[src/verilog/lcdrb_pkg.sv]
// Purpose: shared constants and types for the display ram block
// Assumes: one 250 MHz clock, synchronous active-high reset
// Notes:   command codes follow the byte layout of the command decoder
`default_nettype none
package lcdrb_pkg;
   // ----------------------------------------
   // geometry
   // ----------------------------------------
   localparam int RAM_WORDS = 32;
   localparam int PTR_W     = 5;
   localparam int SUB_W     = 3;
   localparam int ROWS      = 4;
   localparam int COLS      = 32;

   // ----------------------------------------
   // timing ratios, in display clock cycles
   // ----------------------------------------
   localparam int FRAME_DIV  = 24;
   localparam int BLINK_DIV1 = 768;
   localparam int BLINK_HALF = BLINK_DIV1 / 2;

   // ----------------------------------------
   // command byte fields
   // ----------------------------------------
   localparam int            CMD_C_BIT   = 7;
   localparam logic [1:0]    OP_PTR      = 2'h0;
   localparam logic [1:0]    OP_MODE     = 2'h2;
   localparam logic [3:0]    OP_DEV      = 4'hc;
   localparam logic [4:0]    OP_BANK     = 5'h1e;
   localparam logic [3:0]    OP_BLINK    = 4'he;
   localparam int            MODE_E_BIT  = 3;
   localparam int            BANK_I_BIT  = 1;
   localparam int            BANK_O_BIT  = 0;
   localparam int            BLINK_A_BIT = 2;
   localparam logic [1:0]    MCODE_STAT  = 2'h1;
   localparam logic [1:0]    MCODE_MUX2  = 2'h2;
   localparam logic [1:0]    MCODE_MUX3  = 2'h3;

   // ----------------------------------------
   // types
   // ----------------------------------------
   typedef enum logic [1:0] {
      LCDRB_STATIC,
      LCDRB_MUX2,
      LCDRB_MUX3,
      LCDRB_MUX4
   } lcdrb_mode_t;

   typedef struct packed {
      logic       first;
      logic [7:0] data;
   } lcdrb_byte_t;

   typedef struct packed {
      logic [PTR_W-1:0] ptr;
      logic [SUB_W-1:0] sub_cnt;
      logic             match;
      logic             busy;
   } lcdrb_stat_t;

   // ----------------------------------------
   // reset values
   // ----------------------------------------
   localparam lcdrb_mode_t      MODE_RST  = LCDRB_MUX4;
   localparam logic [PTR_W-1:0] PTR_RST   = 5'h00;
   localparam logic [SUB_W-1:0] SUB_RST   = 3'h0;
   localparam logic [3:0]       WORD_RST  = 4'h0;
endpackage : lcdrb_pkg
`default_nettype wire
[src/verilog/lcdrb_blink.sv]
// Purpose: blink phase generator for the three blink rates
// Assumes: sel 0 means no blinking
// Notes:   each rate is half the previous one, so toggles cascade
`default_nettype none
module lcdrb_blink
   import lcdrb_pkg::*;
(
   input  wire logic       clk,
   input  wire logic       rst,
   input  wire logic [1:0] sel,
   output var  logic       phase
);
   logic [9:0] cnt;
   logic [2:0] tog;
   logic       wrap;

   assign wrap = cnt == 10'(BLINK_HALF - 1);

   always_ff @(posedge clk) begin
      if (rst) begin
         cnt <= 10'h000;
         tog <= 3'h0;
      end else begin
         cnt    <= wrap ? 10'h000 : cnt + 10'h001;
         tog[0] <= tog[0] ^ wrap;
         tog[1] <= tog[1] ^ (wrap & tog[0]);
         tog[2] <= tog[2] ^ (wrap & tog[0] & tog[1]);
      end
   end

   always_ff @(posedge clk) begin
      if (rst) begin
         phase <= 1'b0;
      end else begin
         case (sel)
            2'h1:    phase <= tog[0];
            2'h2:    phase <= tog[1];
            2'h3:    phase <= tog[2];
            default: phase <= 1'b0;
         endcase
      end
   end
endmodule : lcdrb_blink
`default_nettype wire

[src/verilog/lcdrb_core.sv]
// Purpose: display ram fill, pointer, subaddress, banks and blink
// Assumes: bytes come from a bus front end; first marks a new transfer
// Notes:   one ram word per clock, so a data byte holds the writer 2-8 clocks
//
// What this block does
// - static: eight bits into row 0
// - 1:2: bit pairs into rows 0-1
// - 1:3: triples, last word's third row untouched
// - 1:4: quadruples into rows 0-3
// - pointer command sets next byte's word
// - pointer advances 8, 4, 3 or 2
// - store only when subaddress matches pins
// - device select loads subaddress counter
// - mismatch: discard, still advance pointer
// - pointer overflow increments subaddress counter
// - output rows cycle per drive mode
// - alternate output bank shows rows 2-3
// - input bank independently targets rows 2-3
// - blink at clock over 768, 1536, 3072
// - bank swap blink in static and 1:2
// - display enable acts at once
// - stored one lights the element
// - after last command, bytes are data
`default_nettype none
module lcdrb_core (
   input  wire logic                   clk,
   input  wire logic                   rst,
   input  wire lcdrb_pkg::lcdrb_byte_t in_byte,
   input  wire logic                   in_valid,
   output var  logic                   in_ready,
   input  wire logic                   hw_subaddr_bit0,
   input  wire logic                   hw_subaddr_bit1,
   input  wire logic                   hw_subaddr_bit2,
   output var  logic [31:0]            seg_on,
   output var  logic [1:0]             bp_sel,
   output var  logic                   disp_on,
   output var  lcdrb_pkg::lcdrb_stat_t stat
);
   import lcdrb_pkg::*;

   // ----------------------------------------
   // declarations
   // ----------------------------------------
   logic [SUB_W-1:0] sub_s1;
   logic [SUB_W-1:0] sub_s2;
   lcdrb_byte_t      b_byte;
   logic             b_valid;
   logic             b_take;
   logic             cmd_phase;
   logic             is_cmd;
   logic             take_cmd;
   logic             take_data;
   logic [7:0]       d;
   logic             c_ptr;
   logic             c_mode;
   logic             c_dev;
   logic             c_bank;
   logic             c_blink;
   lcdrb_mode_t      mode;
   logic             enable;
   logic             in_bank;
   logic             out_bank;
   logic             swap_blink;
   logic [1:0]       blink_sel;
   logic             blink_phase;
   logic             busy;
   logic [3:0]       steps;
   logic [3:0]       nsteps;
   logic [7:0]       sh;
   logic [2:0]       shift_k;
   logic [PTR_W-1:0] ptr;
   logic [SUB_W-1:0] sub_cnt;
   logic             match;
   logic             wr_go;
   logic [3:0]       wmask;
   logic [3:0]       wbits;
   logic [3:0]       ram [RAM_WORDS];
   logic [4:0]       row_tmr;
   logic [4:0]       row_len;
   logic [1:0]       row_idx;
   logic [1:0]       row_last;
   logic [1:0]       phys_row;
   logic             eff_bank;
   logic             shown;
   logic             bank_modes;

   // ----------------------------------------
   // subaddress pin synchroniser
   // ----------------------------------------
   // no reset: the strap level is settled by the first clock after reset
   always_ff @(posedge clk) begin
      sub_s1 <= {hw_subaddr_bit2, hw_subaddr_bit1, hw_subaddr_bit0};
      sub_s2 <= sub_s1;
   end

   // ----------------------------------------
   // input buffer
   // ----------------------------------------
   lcdrb_fifo2 #(
      .W($bits(lcdrb_byte_t))
   ) u_fifo (
      .clk     (clk),
      .rst     (rst),
      .s_data  (in_byte),
      .s_valid (in_valid),
      .s_ready (in_ready),
      .m_data  (b_byte),
      .m_valid (b_valid),
      .m_ready (b_take)
   );

   // the writer takes a new byte only when the last one is stored
   assign b_take    = b_valid & ~busy;
   assign d         = b_byte.data;
   assign is_cmd    = b_byte.first | cmd_phase;
   assign take_cmd  = b_take & is_cmd;
   assign take_data = b_take & ~is_cmd;

   // ----------------------------------------
   // command decode
   // ----------------------------------------
   assign c_ptr   = take_cmd & (d[6:5] == OP_PTR);
   assign c_mode  = take_cmd & (d[6:5] == OP_MODE);
   assign c_dev   = take_cmd & (d[6:3] == OP_DEV);
   assign c_bank  = take_cmd & (d[6:2] == OP_BANK);
   assign c_blink = take_cmd & (d[6:3] == OP_BLINK);

   // a cleared continuation bit ends the command run
   always_ff @(posedge clk) begin
      if (rst) begin
         cmd_phase <= 1'b1;
      end else if (take_cmd) begin
         cmd_phase <= d[CMD_C_BIT];
      end
   end

   // ----------------------------------------
   // configuration
   // ----------------------------------------
   always_ff @(posedge clk) begin
      if (rst) begin
         mode   <= MODE_RST;
         enable <= 1'b0;
      end else if (c_mode) begin
         enable <= d[MODE_E_BIT];
         case (d[1:0])
            MCODE_STAT: mode <= LCDRB_STATIC;
            MCODE_MUX2: mode <= LCDRB_MUX2;
            MCODE_MUX3: mode <= LCDRB_MUX3;
            default:    mode <= LCDRB_MUX4;
         endcase
      end
   end

   // input and output bank are separate flops
   always_ff @(posedge clk) begin
      if (rst) begin
         in_bank  <= 1'b0;
         out_bank <= 1'b0;
      end else if (c_bank) begin
         in_bank  <= d[BANK_I_BIT];
         out_bank <= d[BANK_O_BIT];
      end
   end
   always_ff @(posedge clk) begin
      if (rst) begin
         blink_sel  <= 2'h0;
         swap_blink <= 1'b0;
      end else if (c_blink) begin
         blink_sel  <= d[1:0];
         swap_blink <= d[BLINK_A_BIT];
      end
   end
   lcdrb_blink u_blink (
      .clk   (clk),
      .rst   (rst),
      .sel   (blink_sel),
      .phase (blink_phase)
   );

   // ----------------------------------------
   // fill order per drive mode
   // ----------------------------------------
   always_comb begin
      case (mode)
         LCDRB_STATIC: begin
            nsteps  = 4'h8;
            shift_k = 3'h1;
         end
         LCDRB_MUX2: begin
            nsteps  = 4'h4;
            shift_k = 3'h2;
         end
         LCDRB_MUX3: begin
            nsteps  = 4'h3;
            shift_k = 3'h3;
         end
         default: begin
            nsteps  = 4'h2;
            shift_k = 3'h4;
         end
      endcase
   end

   always_comb begin
      wmask = 4'h0;
      wbits = 4'h0;
      case (mode)
         LCDRB_STATIC: begin
            wmask[{in_bank, 1'b0}] = 1'b1;
            wbits[{in_bank, 1'b0}] = sh[7];
         end
         LCDRB_MUX2: begin
            wmask[{in_bank, 1'b0}] = 1'b1;
            wmask[{in_bank, 1'b1}] = 1'b1;
            wbits[{in_bank, 1'b0}] = sh[7];
            wbits[{in_bank, 1'b1}] = sh[6];
         end
         LCDRB_MUX3: begin
            // only two bits remain for the last word
            wmask = (steps == 4'h1) ? 4'h3 : 4'h7;
            wbits = {1'b0, sh[5], sh[6], sh[7]};
         end
         default: begin
            wmask = 4'hf;
            wbits = {sh[4], sh[5], sh[6], sh[7]};
         end
      endcase
   end

   // ----------------------------------------
   // write engine
   // ----------------------------------------
   always_ff @(posedge clk) begin
      if (rst) begin
         busy  <= 1'b0;
         steps <= 4'h0;
         sh    <= 8'h00;
      end else if (take_data) begin
         busy  <= 1'b1;
         steps <= nsteps;
         sh    <= d;
      end else if (busy) begin
         busy  <= steps != 4'h1;
         steps <= steps - 4'h1;
         sh    <= sh << shift_k;
      end
   end

   // one word per clock keeps the total step equal to nsteps
   always_ff @(posedge clk) begin
      if (rst) begin
         ptr <= PTR_RST;
      end else if (c_ptr) begin
         ptr <= d[PTR_W-1:0];
      end else if (busy) begin
         ptr <= ptr + 5'h01;
      end
   end
   always_ff @(posedge clk) begin
      if (rst) begin
         sub_cnt <= SUB_RST;
      end else if (c_dev) begin
         sub_cnt <= d[SUB_W-1:0];
      end else if (busy && ptr == 5'(RAM_WORDS - 1)) begin
         sub_cnt <= sub_cnt + 3'h1;
      end
   end

   // pins are assumed steady during a transfer
   assign match = sub_cnt == sub_s2;
   assign wr_go = busy & match;

   // ----------------------------------------
   // display ram
   // ----------------------------------------
   always_ff @(posedge clk) begin
      if (rst) begin
         for (int w = 0; w < RAM_WORDS; w++) begin
            ram[w] <= WORD_RST;
         end
      end else if (wr_go) begin
         for (int r = 0; r < ROWS; r++) begin
            if (wmask[r]) begin
               ram[ptr][r] <= wbits[r];
            end
         end
      end
   end

   // ----------------------------------------
   // output selector
   // ----------------------------------------
   // rows share one frame, so row time shrinks with more rows
   always_comb begin
      case (mode)
         LCDRB_STATIC: begin
            row_last = 2'h0;
            row_len  = 5'(FRAME_DIV);
         end
         LCDRB_MUX2: begin
            row_last = 2'h1;
            row_len  = 5'(FRAME_DIV / 2);
         end
         LCDRB_MUX3: begin
            row_last = 2'h2;
            row_len  = 5'(FRAME_DIV / 3);
         end
         default: begin
            row_last = 2'h3;
            row_len  = 5'(FRAME_DIV / 4);
         end
      endcase
   end

   always_ff @(posedge clk) begin
      if (rst) begin
         row_tmr <= 5'h00;
         row_idx <= 2'h0;
      end else if (row_tmr + 5'h01 >= row_len) begin
         row_tmr <= 5'h00;
         row_idx <= (row_idx >= row_last) ? 2'h0 : row_idx + 2'h1;
      end else begin
         row_tmr <= row_tmr + 5'h01;
      end
   end
   assign bank_modes = (mode == LCDRB_STATIC) | (mode == LCDRB_MUX2);
   // banks only exist where rows 2-3 are spare
   assign eff_bank = bank_modes & (out_bank ^ (swap_blink & blink_phase));
   assign phys_row = bank_modes ? {eff_bank, row_idx[0]} : row_idx;
   // swap mode replaces blanking; in 1:3 and 1:4 it falls back to blanking
   assign shown = enable & ~(blink_phase & ~(swap_blink & bank_modes));

   // ----------------------------------------
   // segment and status registers
   // ----------------------------------------
   generate
      for (genvar c = 0; c < COLS; c++) begin : g_seg
         always_ff @(posedge clk) begin
            if (rst) begin
               seg_on[c] <= 1'b0;
            end else begin
               seg_on[c] <= shown & ram[c][phys_row];
            end
         end
      end
   endgenerate

   always_ff @(posedge clk) begin
      if (rst) begin
         bp_sel  <= 2'h0;
         disp_on <= 1'b0;
         stat    <= '0;
      end else begin
         bp_sel       <= row_idx;
         disp_on      <= enable;
         stat.ptr     <= ptr;
         stat.sub_cnt <= sub_cnt;
         stat.match   <= match;
         stat.busy    <= busy;
      end
   end
endmodule : lcdrb_core
`default_nettype wire

[src/verilog/lcdrb_fifo2.sv]
// Purpose: two-entry buffer between byte source and ram writer
// Assumes: source and sink on the same clock
// Notes:   s_ready is a flop so the source sees no combinational path
`default_nettype none
module lcdrb_fifo2 #(
   parameter int W = 9
) (
   input  wire logic         clk,
   input  wire logic         rst,
   input  wire logic [W-1:0] s_data,
   input  wire logic         s_valid,
   output var  logic         s_ready,
   output var  logic [W-1:0] m_data,
   output var  logic         m_valid,
   input  wire logic         m_ready
);
   logic [1:0]   cnt;
   logic [1:0]   next_cnt;
   logic [W-1:0] slot1;
   logic         push;
   logic         pop;

   assign push    = s_valid & s_ready;
   assign pop     = m_valid & m_ready;
   assign m_valid = cnt != 2'h0;

   always_comb begin
      next_cnt = cnt + {1'b0, push} - {1'b0, pop};
   end

   always_ff @(posedge clk) begin
      if (rst) begin
         cnt     <= 2'h0;
         s_ready <= 1'b0;
      end else begin
         cnt     <= next_cnt;
         s_ready <= next_cnt != 2'h2;
      end
   end

   // slot 0 is always the head, so the reader never muxes
   always_ff @(posedge clk) begin
      if (pop && push) begin
         if (cnt == 2'h1) begin
            m_data <= s_data;
         end else begin
            m_data <= slot1;
            slot1  <= s_data;
         end
      end else if (pop) begin
         m_data <= slot1;
      end else if (push) begin
         if (cnt == 2'h0) begin
            m_data <= s_data;
         end else begin
            slot1 <= s_data;
         end
      end
   end
endmodule : lcdrb_fifo2
`default_nettype wire

[config.mk]
export PLATFORM = sky130hd
export DESIGN_NAME = lcdrb_core
export DESIGN_NICKNAME = d
export VERILOG_FILES = /design/src/verilog/lcdrb_pkg.sv /design/src/verilog/lcdrb_blink.sv /design/src/verilog/lcdrb_core.sv /design/src/verilog/lcdrb_fifo2.sv
export SDC_FILE = /design/constraint.sdc
export NUM_CORES = 1
export LEC_CHECK = 0
export BUFFER_PORTS_ARGS = -buffer_cell sky130_fd_sc_hd__buf_2
export CORE_UTILIZATION = 61
export CTS_CLUSTER_DIAMETER = 80
export DETAILED_ROUTE_END_ITERATION = 16
export PLACE_DENSITY = 0.78
export SETUP_SLACK_MARGIN = 0.2
export SKIP_LAST_GASP = 1
export SYNTH_ARGS = -nofsm -noshare
export SYNTH_HDL_FRONTEND = slang
export SYNTH_SLANG_ARGS = --single-unit
[constraint.sdc]
create_clock -name clk -period 3.3 [get_ports clk]
set_clock_uncertainty 0.2 [all_clocks]
set_input_delay 0.495 -clock clk [delete_from_list [all_inputs] [get_ports clk]]
set_output_delay 0.495 -clock clk [all_outputs]
set_load 0.005 [all_outputs]
## After elaboration in Yosys (flattened, before gate mapping)

Memories as Yosys holds them, arrays and structs flattened.
Cells that the tools add are included.

- Add/sub/neg operators: 8
- $lt $le $gt $ge: 7
- Equality and inequality tests: 22
- Shift operators: 1
- Multiplexer cells: 121
- Bitwise logic cells: 62
- Reductions and logical operators: 19

Operators by type and width:

| kind | count |
|---|---|
| 9-bit two-way mux | 10 |
| 1-bit binary-select mux with 2-bit select | 32 |
| 1-bit two-way mux | 54 |
| 1-bit bitwise AND | 50 |
| 4-bit case mux with 3 select lines | 3 |
| 4-bit two-way mux | 4 |
| 8-bit two-way mux | 2 |
| 5-bit two-way mux | 3 |
| 5-bit case mux with 3 select lines | 1 |
| 2-bit equality test (second input constant) | 6 |
| 2-bit case mux with 3 select lines | 2 |
| 10-bit by 1-bit adder with 10-bit output (second input constant) | 1 |
| 5-bit by 1-bit adder with 5-bit output (second input constant) | 2 |
| 10-bit by 9-bit equality test with 1-bit output (second input constant) | 1 |
| 5-bit equality test (second input constant) | 2 |
| 2-bit nonzero test | 5 |
| 2-bit by 3-bit < comparator with 1-bit output (second input constant) | 3 |
| 3-bit two-way mux | 3 |
| 3-bit case mux with 3 select lines | 1 |
| 2-bit by 1-bit equality test with 1-bit output (second input constant) | 4 |
| 4-bit equality test (second input constant) | 2 |
| 8-bit by 3-bit << shifter with 8-bit output | 1 |
| 2-bit zero test | 3 |
| 2-bit inequality test (second input constant) | 3 |
| other kinds (27) | 42 |

- Register bits: 123
- RAM bits: 128
- Bits of input ports: 15
- Output and inout port bits: 46
- Logic and storage cells: 302
- Memories kept: 1

Memories:

| name | depth | width | read ports | clocked after Yosys merged registers in | write ports | line | RTL |
|---|---|---|---|---|---|---|---|
| ram | 32 | 4 | 32 | 0 | 32 | lcdrb_core.sv:77 | `logic [3:0] ram [RAM_WORDS];` |

## Depth between registers and ports, before layout

Gate-level depths: netlist of the first run.

- Depth after elaboration: 12
- Mapped depth: 10
- Depth with buffers taken out: 9

## Modules after synthesis

Synthesis of the first run repeated with hierarchy kept, for this count alone.

- Cells, all modules: 1051
- Area, all modules: 11534.8 µm²

Modules (own cells, without submodules):

| module | times used | cells an instance | area each (µm²) | seq. area each (µm²) |
|---|---|---|---|---|
| lcdrb_core | 1 | 937 | 10080.9 | 5605.4 |
| lcdrb_fifo2 | 1 | 48 | 830.8 | 600.6 |
| lcdrb_blink | 1 | 66 | 623.1 | 280.3 |

## Worst setup path before layout of the first run

Ideal clock, no wire load.

- Path kind: flip-flop to flip-flop
- Start: reg mode[0]
- End: reg row_idx[1]
- Setup time: 0.117 ns
- Data arrival time: 2.316 ns
- Required time: 2.983 ns
- Slack: 0.667 ns
- Stages on the path, launching flop included: 11
- Path buffers: 2
- Period minus slack after synthesis: 2.633 ns
- Path through: dfxtp_1 > ha_1 > clkbuf_1 > clkbuf_1 > nor2_1 > ha_1 > o21ai_0 > a31oi_1 > o21ai_0 > nand2_1 > a22o_1

- Longest elaborated chain between the ends: 4
- Elaborated cells on any way between the ends: 8
- Classes of those cells: 2 x order compare; 2 x eq/ne; 3 x mux; 1 x reduce/logical

Ends and longest elaborated chain:

| what | line | RTL |
|---|---|---|
| from (decl) | lcdrb_core.sv:59 | `lcdrb_mode_t mode;` |
| from (signal assigned) | lcdrb_core.sv:142 | `mode <= MODE_RST;` |
| from (signal assigned) | lcdrb_core.sv:147 | `MCODE_STAT: mode <= LCDRB_STATIC;` |
| from (signal assigned) | lcdrb_core.sv:148 | `MCODE_MUX2: mode <= LCDRB_MUX2;` |
| branches (longest 4 deep; another with 5-bit >= comparator) | -- |  |
| to (signal assigned) | lcdrb_core.sv:322 | `row_idx <= (row_idx >= row_last) ? 2'h0 : row_idx + 2'h1;` |
| to (decl) | lcdrb_core.sv:80 | `logic [1:0] row_idx;` |

Parallel ways; which one is timed is not known.
A chain may end at the register's enable or synchronous reset.

## Worst setup path in the final report of the first run

- Start: reg mode[0]
- End: reg seg_on[6]

- Longest elaborated chain between the ends: 8
- Elaborated cells on any way between the ends: 13
- Classes of those cells: 1 x eq/ne; 3 x mux; 8 x bitwise; 1 x reduce/logical

Ends and longest elaborated chain:

| what | line | RTL |
|---|---|---|
| 2-bit by 1-bit equality test with 1-bit output / 2-bit zero test (equally long branches) | lcdrb_core.sv:327 | `assign bank_modes = (mode == LCDRB_STATIC) \| (mode == LCDRB_MUX2);` |
| 1-bit OR (*) | lcdrb_core.sv:327 |  |
| branches (longest 5 deep; another with 2-bit two-way mux) | -- |  |
| 1-bit bitwise AND (*) | lcdrb_core.sv:343 | `seg_on[c] <= shown & ram[c][phys_row];` |
| to (signal, indexed assignment) | lcdrb_core.sv:343 |  |
| to (decl) | lcdrb_core.sv:34 | `output var logic [31:0] seg_on,` |

Every way passes the cells marked *. The select of a mux whose other input is x is not followed.

==> impl_metrics.json, run 1 <==
{
  "avgRoutedWirePerCell_um": 18.5,
  "status": "finished clean",
  "grt_pass1_wl_um": 39500,
  "cts_made_buffers": 26,
  "vias": 7994,
  "final_cell_mix": "nor2_1, edfxtp_1, o21bai_1, dfxtp_1, mux2i_1",
  "ant_nets": 0,
  "synth_largest_area_cell": "edfxtp_1",
  "cts_resized": 0,
  "wirelength_um": 24600,
  "die_x_um": 139,
  "post-place-ws_ns": 0.657,
  "drt_iter0_markers": 680,
  "tns_ns": 0,
  "drt_pass1_iterations": 7,
  "grt_start_max_net_pins": 180,
  "arrival_ns": 2.86,
  "clk_pin_slew_ns": 0.06,
  "route.detailed.drc": 0,
  "maxCapViolCount": 0,
  "slew_violations": 0,
  "synth-seq-cells": 251,
  "crit_start": "mode[0]$_SDFFE_PP1P_",
  "synth_area_per_cell_sq_um": 11.0,
  "ys_warn_count": 0,
  "syn-num-nets": 1085,
  "grt_pass1_vias": 7709,
  "fin_crit_sh": 0.813,
  "placed_cells": 1271,
  "ys_async_sr_fraction": 0,
  "cts_tree": "yes",
  "dominantRegCellSynth": "edfxtp_1",
  "antenna_found_initial": 0,
  "root_buffer": "clkbuf_16",
  "hp-class": "in -> reg",
  "nets": 1125,
  "clk_latency_ns": 0.52,
  "max-slew-margin-rel": 0.370,
  "seq_area_frac_synth": 0.568,
  "rsz0062_at_grt": "no",
  "grt_use_total": 0.256,
  "die_y_um": 139,
  "antenna_cells": 0,
  "min_period_ns": 2.68,
  "holdPathStages": 2,
  "synth_cells": 1042,
  "placeableCoreArea_sq_mm": 0.0181,
  "syn-cell-area_sq_mm": 0.0114,
  "area_growth_pct": 12.4,
  "ctsHoldBuffers": 12,
  "drive_gt1_frac": 0.123,
  "end_kind": "flip-flop",
  "clkSinkCount": 251,
  "min_from": "rst",
  "path_buf_inv": 2,
  "crit_slowest_cell": "dfxtp_1",
  "cp_max_fo": 64,
  "path_delay_family": "flip-flops",
  "top_level_ports": 61,
  "synth_top_area_share": 0.384,
  "fmax_ghz": 0.373,
  "critical_path_class": "reg -> reg",
  "cp.required_ns": 3.47,
  "final_common_cell": "nor2_1",
  "gp_congestion": 0.787,
  "holdWs_ns": 0.0713,
  "overflow": 0,
  "fin_cells": 1331,
  "tightest_slew_ns": 0.944,
  "ctsHtreeMaxLevel": 1,
  "setup_viol": 0,
  "synth_area_leaders": "edfxtp_1, dfxtp_1, o21bai_1",
  "die_area_sq_mm": 0.0193,
  "clock_path_buffers": 3,
  "port_buffers": 60,
  "crit_chain": "inv_1 > ha_1 > nor2_1 > nand2_1 > o21ai_4 > buf_12 > mux2i_1 > o22ai_1",
  "rrSetupSlack_ns": 0.62,
  "powerDensity_mw_per_mm2": 638,
  "irDropWorstVdd_mv": 0.585,
  "r2r-start": "mode[0]$_SDFFE_PP1P_",
  "cts_setup_buffers": 0,
  "ys_types": 49,
  "row_count": 49,
  "synth_edf_count": 146,
  "r2r_cells": 8,
  "hold_viol_final": 0,
  "p_leak_nw": 4.52,
  "initial_core_util": 0.630,
  "path_depth": 8,
  "critPathLaunchType": "flip-flop",
  "vias_per_cell": 6.01,
  "dp_hpwl_um": 13700,
  "max_stage_delay_ns": 0.50,
  "fin_ws_ns": 0.616
}
## kinds of logic after synthesis
| family | Yosys count | share of synthesized area |
|---|---|---|
| DFF | 251 | 0.568 |
| and+or+nand+nor | 321 | 0.125 |
| adders and majority gates | 28 | 0.0307 |
| buffers and inverters | 101 | 0.0350 |
| muxes | 95 | 0.0845 |
| AOI/OAI and AO/OA | 222 | 0.139 |
| xor gates and xnor gates | 24 | 0.0184 |
## Yosys cell counts (all sizes together), types with 6 or more instances
cell type and count:
clkbuf 49, a211oi 10, buf 27, xnor2 12, o21ai 13, nor2 186, mux2i 83, o22ai 33
a21oi 14, nor2b 18, nand3 30, dfxtp 105, edfxtp 146, nor3 7, nor3b 6, inv 25
xor2 12, ha 28, nand2 46, mux2 12, o21bai 131
## where the power goes
group | internal (W) | leakage (nW) | total (W) | switching [W]
clock network | 0.00174 | 0.421 | 0.00291 | 0.00117
logic | 0.000557 | 1.76 | 0.00143 | 0.000871
registers | 0.00360 | 2.34 | 0.00386 | 0.000264
## final timing paths
check / to
setup reg to reg: seg_on[6]$_SDFF_PP0_
hold reg to reg: sub_s2[2]$_DFF_P_
hold / removal: u_fifo.cnt[0]$_SDFF_PP0_
setup / recovery: seg_on[6]$_SDFF_PP0_
## worst register-to-register path, delay by kind of cell (launching register included)
family | cells | cell delay [ns]
compound gates | 2 | 0.21
fa+ha+maj | 1 | 0.28
buf+inv | 2 | 0.50
flops | 1 | 0.50
mux | 1 | 0.38
simple gates | 2 | 0.46
## metal layers
layer	vias to the layer above	routed length, um	GRT usage
met3	23	1290	0.0349
met5	-	0	0
li1	3796	-	-
met2	249	12200	0.445
met1	3926	10700	0.339
met4	0	324	0.0620
## per-stage QoR
step / utilization / total power [W] / instance area (sq um)
floorplan: - / 0.00488 / 11400
global placement: 0.654 / 0.00527 / 11900
detailed placement: 0.654 / 0.00530 / 11900
CTS: 0.708 / 0.00822 / 12800
global route: 0.708 / 0.00854 / 12800
finish: 0.708 / 0.00820 / 12800
## sequential cells by signal, indices dropped and copies added, names as in the netlist, 2 cells and up
signal / count
blink_sel: 2
row_tmr: 5
sh: 8
ram: 128
seg_on: 32
sub_s1: 3
u_fifo.cnt: 2
stat: 10
sub_s2: 3
steps: 4
bp_sel: 2
mode: 2
ptr: 5
u_blink.cnt: 10
u_blink.tog: 3
u_fifo.slot1: 9
u_fifo.m_data: 9
row_idx: 2
sub_cnt: 3
## final cells by class
class | count | area [sq um]
clock buffers | 37 | 753
clock inverters | 11 | 104
fillers | 1323 | 5310
inverters | 25 | 93.8
multi-input cells | 690 | 4550
flip-flops and latches | 251 | 6490
well taps | 229 | 287
repair buffers | 88 | 568
No activity file was read; power rests on OpenSTA's default activity.
==> inputs of run 2 (changes only) <==
--- a/config.mk
+++ b/config.mk
@@ -6,10 +6,10 @@
 export NUM_CORES = 1
 export LEC_CHECK = 0
 export BUFFER_PORTS_ARGS = -buffer_cell sky130_fd_sc_hd__buf_2
-export CORE_UTILIZATION = 61
+export CORE_UTILIZATION = 55
 export CTS_CLUSTER_DIAMETER = 80
 export DETAILED_ROUTE_END_ITERATION = 16
-export PLACE_DENSITY = 0.78
+export PLACE_DENSITY = 0.74
 export SETUP_SLACK_MARGIN = 0.2
 export SKIP_LAST_GASP = 1
 export SYNTH_ARGS = -nofsm -noshare
==> constraint.sdc (replaced) <==
create_clock -name clk -period 2.4 [get_ports clk]
set_clock_uncertainty 0.2 [all_clocks]
set_input_delay 0.36 -clock clk [delete_from_list [all_inputs] [get_ports clk]]
set_output_delay 0.36 -clock clk [all_outputs]
set_load 0.005 [all_outputs]
==> impl_metrics.json, run 2 (synthesized netlist as in run 1, its figures left out) <==
{
  "status": "finished clean",
  "final_common_cell": "nor2_1",
  "row_count": 52,
  "drt_iter0_markers": 614,
  "crit_chain": "inv_2 > ha_4 > or2_4 > a221o_1 > nand3_2 > a21o_4 > buf_6 > buf_16 > nor2_1",
  "powerDensity_mw_per_mm2": 867,
  "port_buffers": 60,
  "max_stage_delay_ns": 0.40,
  "initial_core_util": 0.563,
  "dp_hpwl_um": 14700,
  "fin_crit_sh": 0.937,
  "placeableCoreArea_sq_mm": 0.0203,
  "arrival_ns": 2.31,
  "fin_cells": 1413,
  "die_y_um": 146,
  "placed_cells": 1339,
  "swShare": 0.277,
  "antenna_found_initial": 0,
  "critPathLaunchType": "flip-flop",
  "power_frac_clock": 0.352,
  "wirelength_um": 25300,
  "nets": 1166,
  "clkSinkCount": 251,
  "critical_path_class": "reg -> reg",
  "max-slew-margin-rel": 0.586,
  "clk_latency_ns": 0.53,
  "largest_registers": "ram x128, seg_on x32",
  "grt_start_max_net_pins": 166,
  "avgRoutedWirePerCell_um": 17.9,
  "drt_pass1_iterations": 5,
  "final_cell_mix": "nor2_1, edfxtp_1, o21bai_1, dfxtp_1, mux2i_1",
  "ant_nets": 0,
  "largest_reg_flops": 128,
  "overflow": 0,
  "rrSetupSlack_ns": 0.15,
  "setup_viol": 0,
  "rsz0062_at_grt": "yes",
  "die_area_sq_mm": 0.0214,
  "placed_area_sq_mm": 0.0122,
  "area_growth_pct": 18.0,
  "gp_congestion": 0.829,
  "grt_pass1_wl_um": 39800,
  "hold_viol_final": 0,
  "vias_per_cell": 5.71,
  "cts_tree": "yes",
  "clk_pin_slew_ns": 0.06,
  "combPwrFrac": 0.196,
  "netSwitchingPower_w": 0.00324,
  "min_period_ns": 2.25,
  "drive_gt1_frac": 0.169,
  "p_leak_nw": 4.80,
  "top_level_ports": 61,
  "irDropWorstVdd_mv": 0.729,
  "die_x_um": 146,
  "power.share.sequential": 0.452,
  "p_int_w": 0.00845,
  "cp.required_ns": 2.46,
  "path_buf_inv": 3,
  "cts_made_buffers": 26,
  "final_area_sq_mm": 0.0135,
  "path_delay_family": "compound AO/OA/AOI/OAI gates",
  "tns_ns": 0,
  "clock_path_buffers": 3,
  "cp_max_fo": 8,
  "fmax_ghz": 0.445,
  "slew_violations": 0,
  "grt_use_total": 0.233,
  "ctsHtreeMaxLevel": 1,
  "maxCapViolCount": 0,
  "hp-class": "reg -> reg",
  "vias": 8063,
  "grt_pass1_vias": 7762,
  "crit_slowest_cell": "dfxtp_4",
  "tightest_slew_ns": 0.622,
  "utilization": 0.664,
  "route.detailed.drc": 0,
  "end_kind": "flip-flop",
  "regMostFlops": "ram",
  "root_buffer": "clkbuf_16",
  "antenna_cells": 0
}
## run 2: cell count changes in the layout (fill, tap and decap cells not counted), sizes merged
cell / before / now
bufinv: 2 / 4
clkinvlp: 1 / 0
clkbuf: 37 / 36
dlygate4sd3: 12 / 13
clkinv: 8 / 9
buf: 76 / 115
## run 2: stage by stage
step	worst slack [ns]	power (W)	hold WS [ns]
final	0.151	0.0117	0.126
after global routing	0.113	0.0122	0.133
after CTS	0.202	0.0117	0.126
after detailed placement	0.109	0.00748	0.112
after global placement	0.175	0.00741	0.111
after floorplan	0.185	0.00674	0.110
## run 2: worst paths after layout
kind | from | to | cells past startpoint
max | mode[0]$_SDFFE_PP1P_ | ram[23][2]$_SDFFCE_PN0P_ | 9
min | sub_s1[0]$_DFF_P_ | sub_s2[0]$_DFF_P_ | 0
max reg2reg | mode[0]$_SDFFE_PP1P_ | ram[23][2]$_SDFFCE_PN0P_ | 9
min reg2reg | sub_s1[0]$_DFF_P_ | sub_s2[0]$_DFF_P_ | 0
## run 2: cell type report
type	instances	area, sq um
clock buffers	35	716
repair buffers	129	1030
multi-input cells	690	4640
inverters	25	96.3
fillers	1548	6820
clock inverters	13	160
well taps	270	338
flip-flops and latches	251	6500
## run 2: timing repair
action	in CTS	in global routing
gates cloned	2	1
hold endpoints to repair	22	0
pin swaps	0	3
setup buffers	5	5
hold buffers	13	0
setup endpoints to repair	94	115
gates resized for setup	14	13
## run 2: power by group through the flow
stage	sequential, W	clock (W)	combinational, W
after detailed placement	0.00536	0	0.00212
after global placement	0.00535	0	0.00206
after global routing	0.00533	0.00434	0.00252
final	0.00529	0.00412	0.00229
after floorplan	0.00525	0	0.00149
after CTS	0.00527	0.00419	0.00221
## run 2: per-layer routing
| layer | vias up | GRT usage | share of wire |
|---|---|---|---|
| met1 | 3847 | 0.292 | 0.41 |
| met3 | 55 | 0.0338 | 0.065 |
| li1 | 3881 | - | - |
| met5 | - | 0 | 0 |
| met2 | 280 | 0.413 | 0.49 |
| met4 | 0 | 0.0740 | 0.029 |
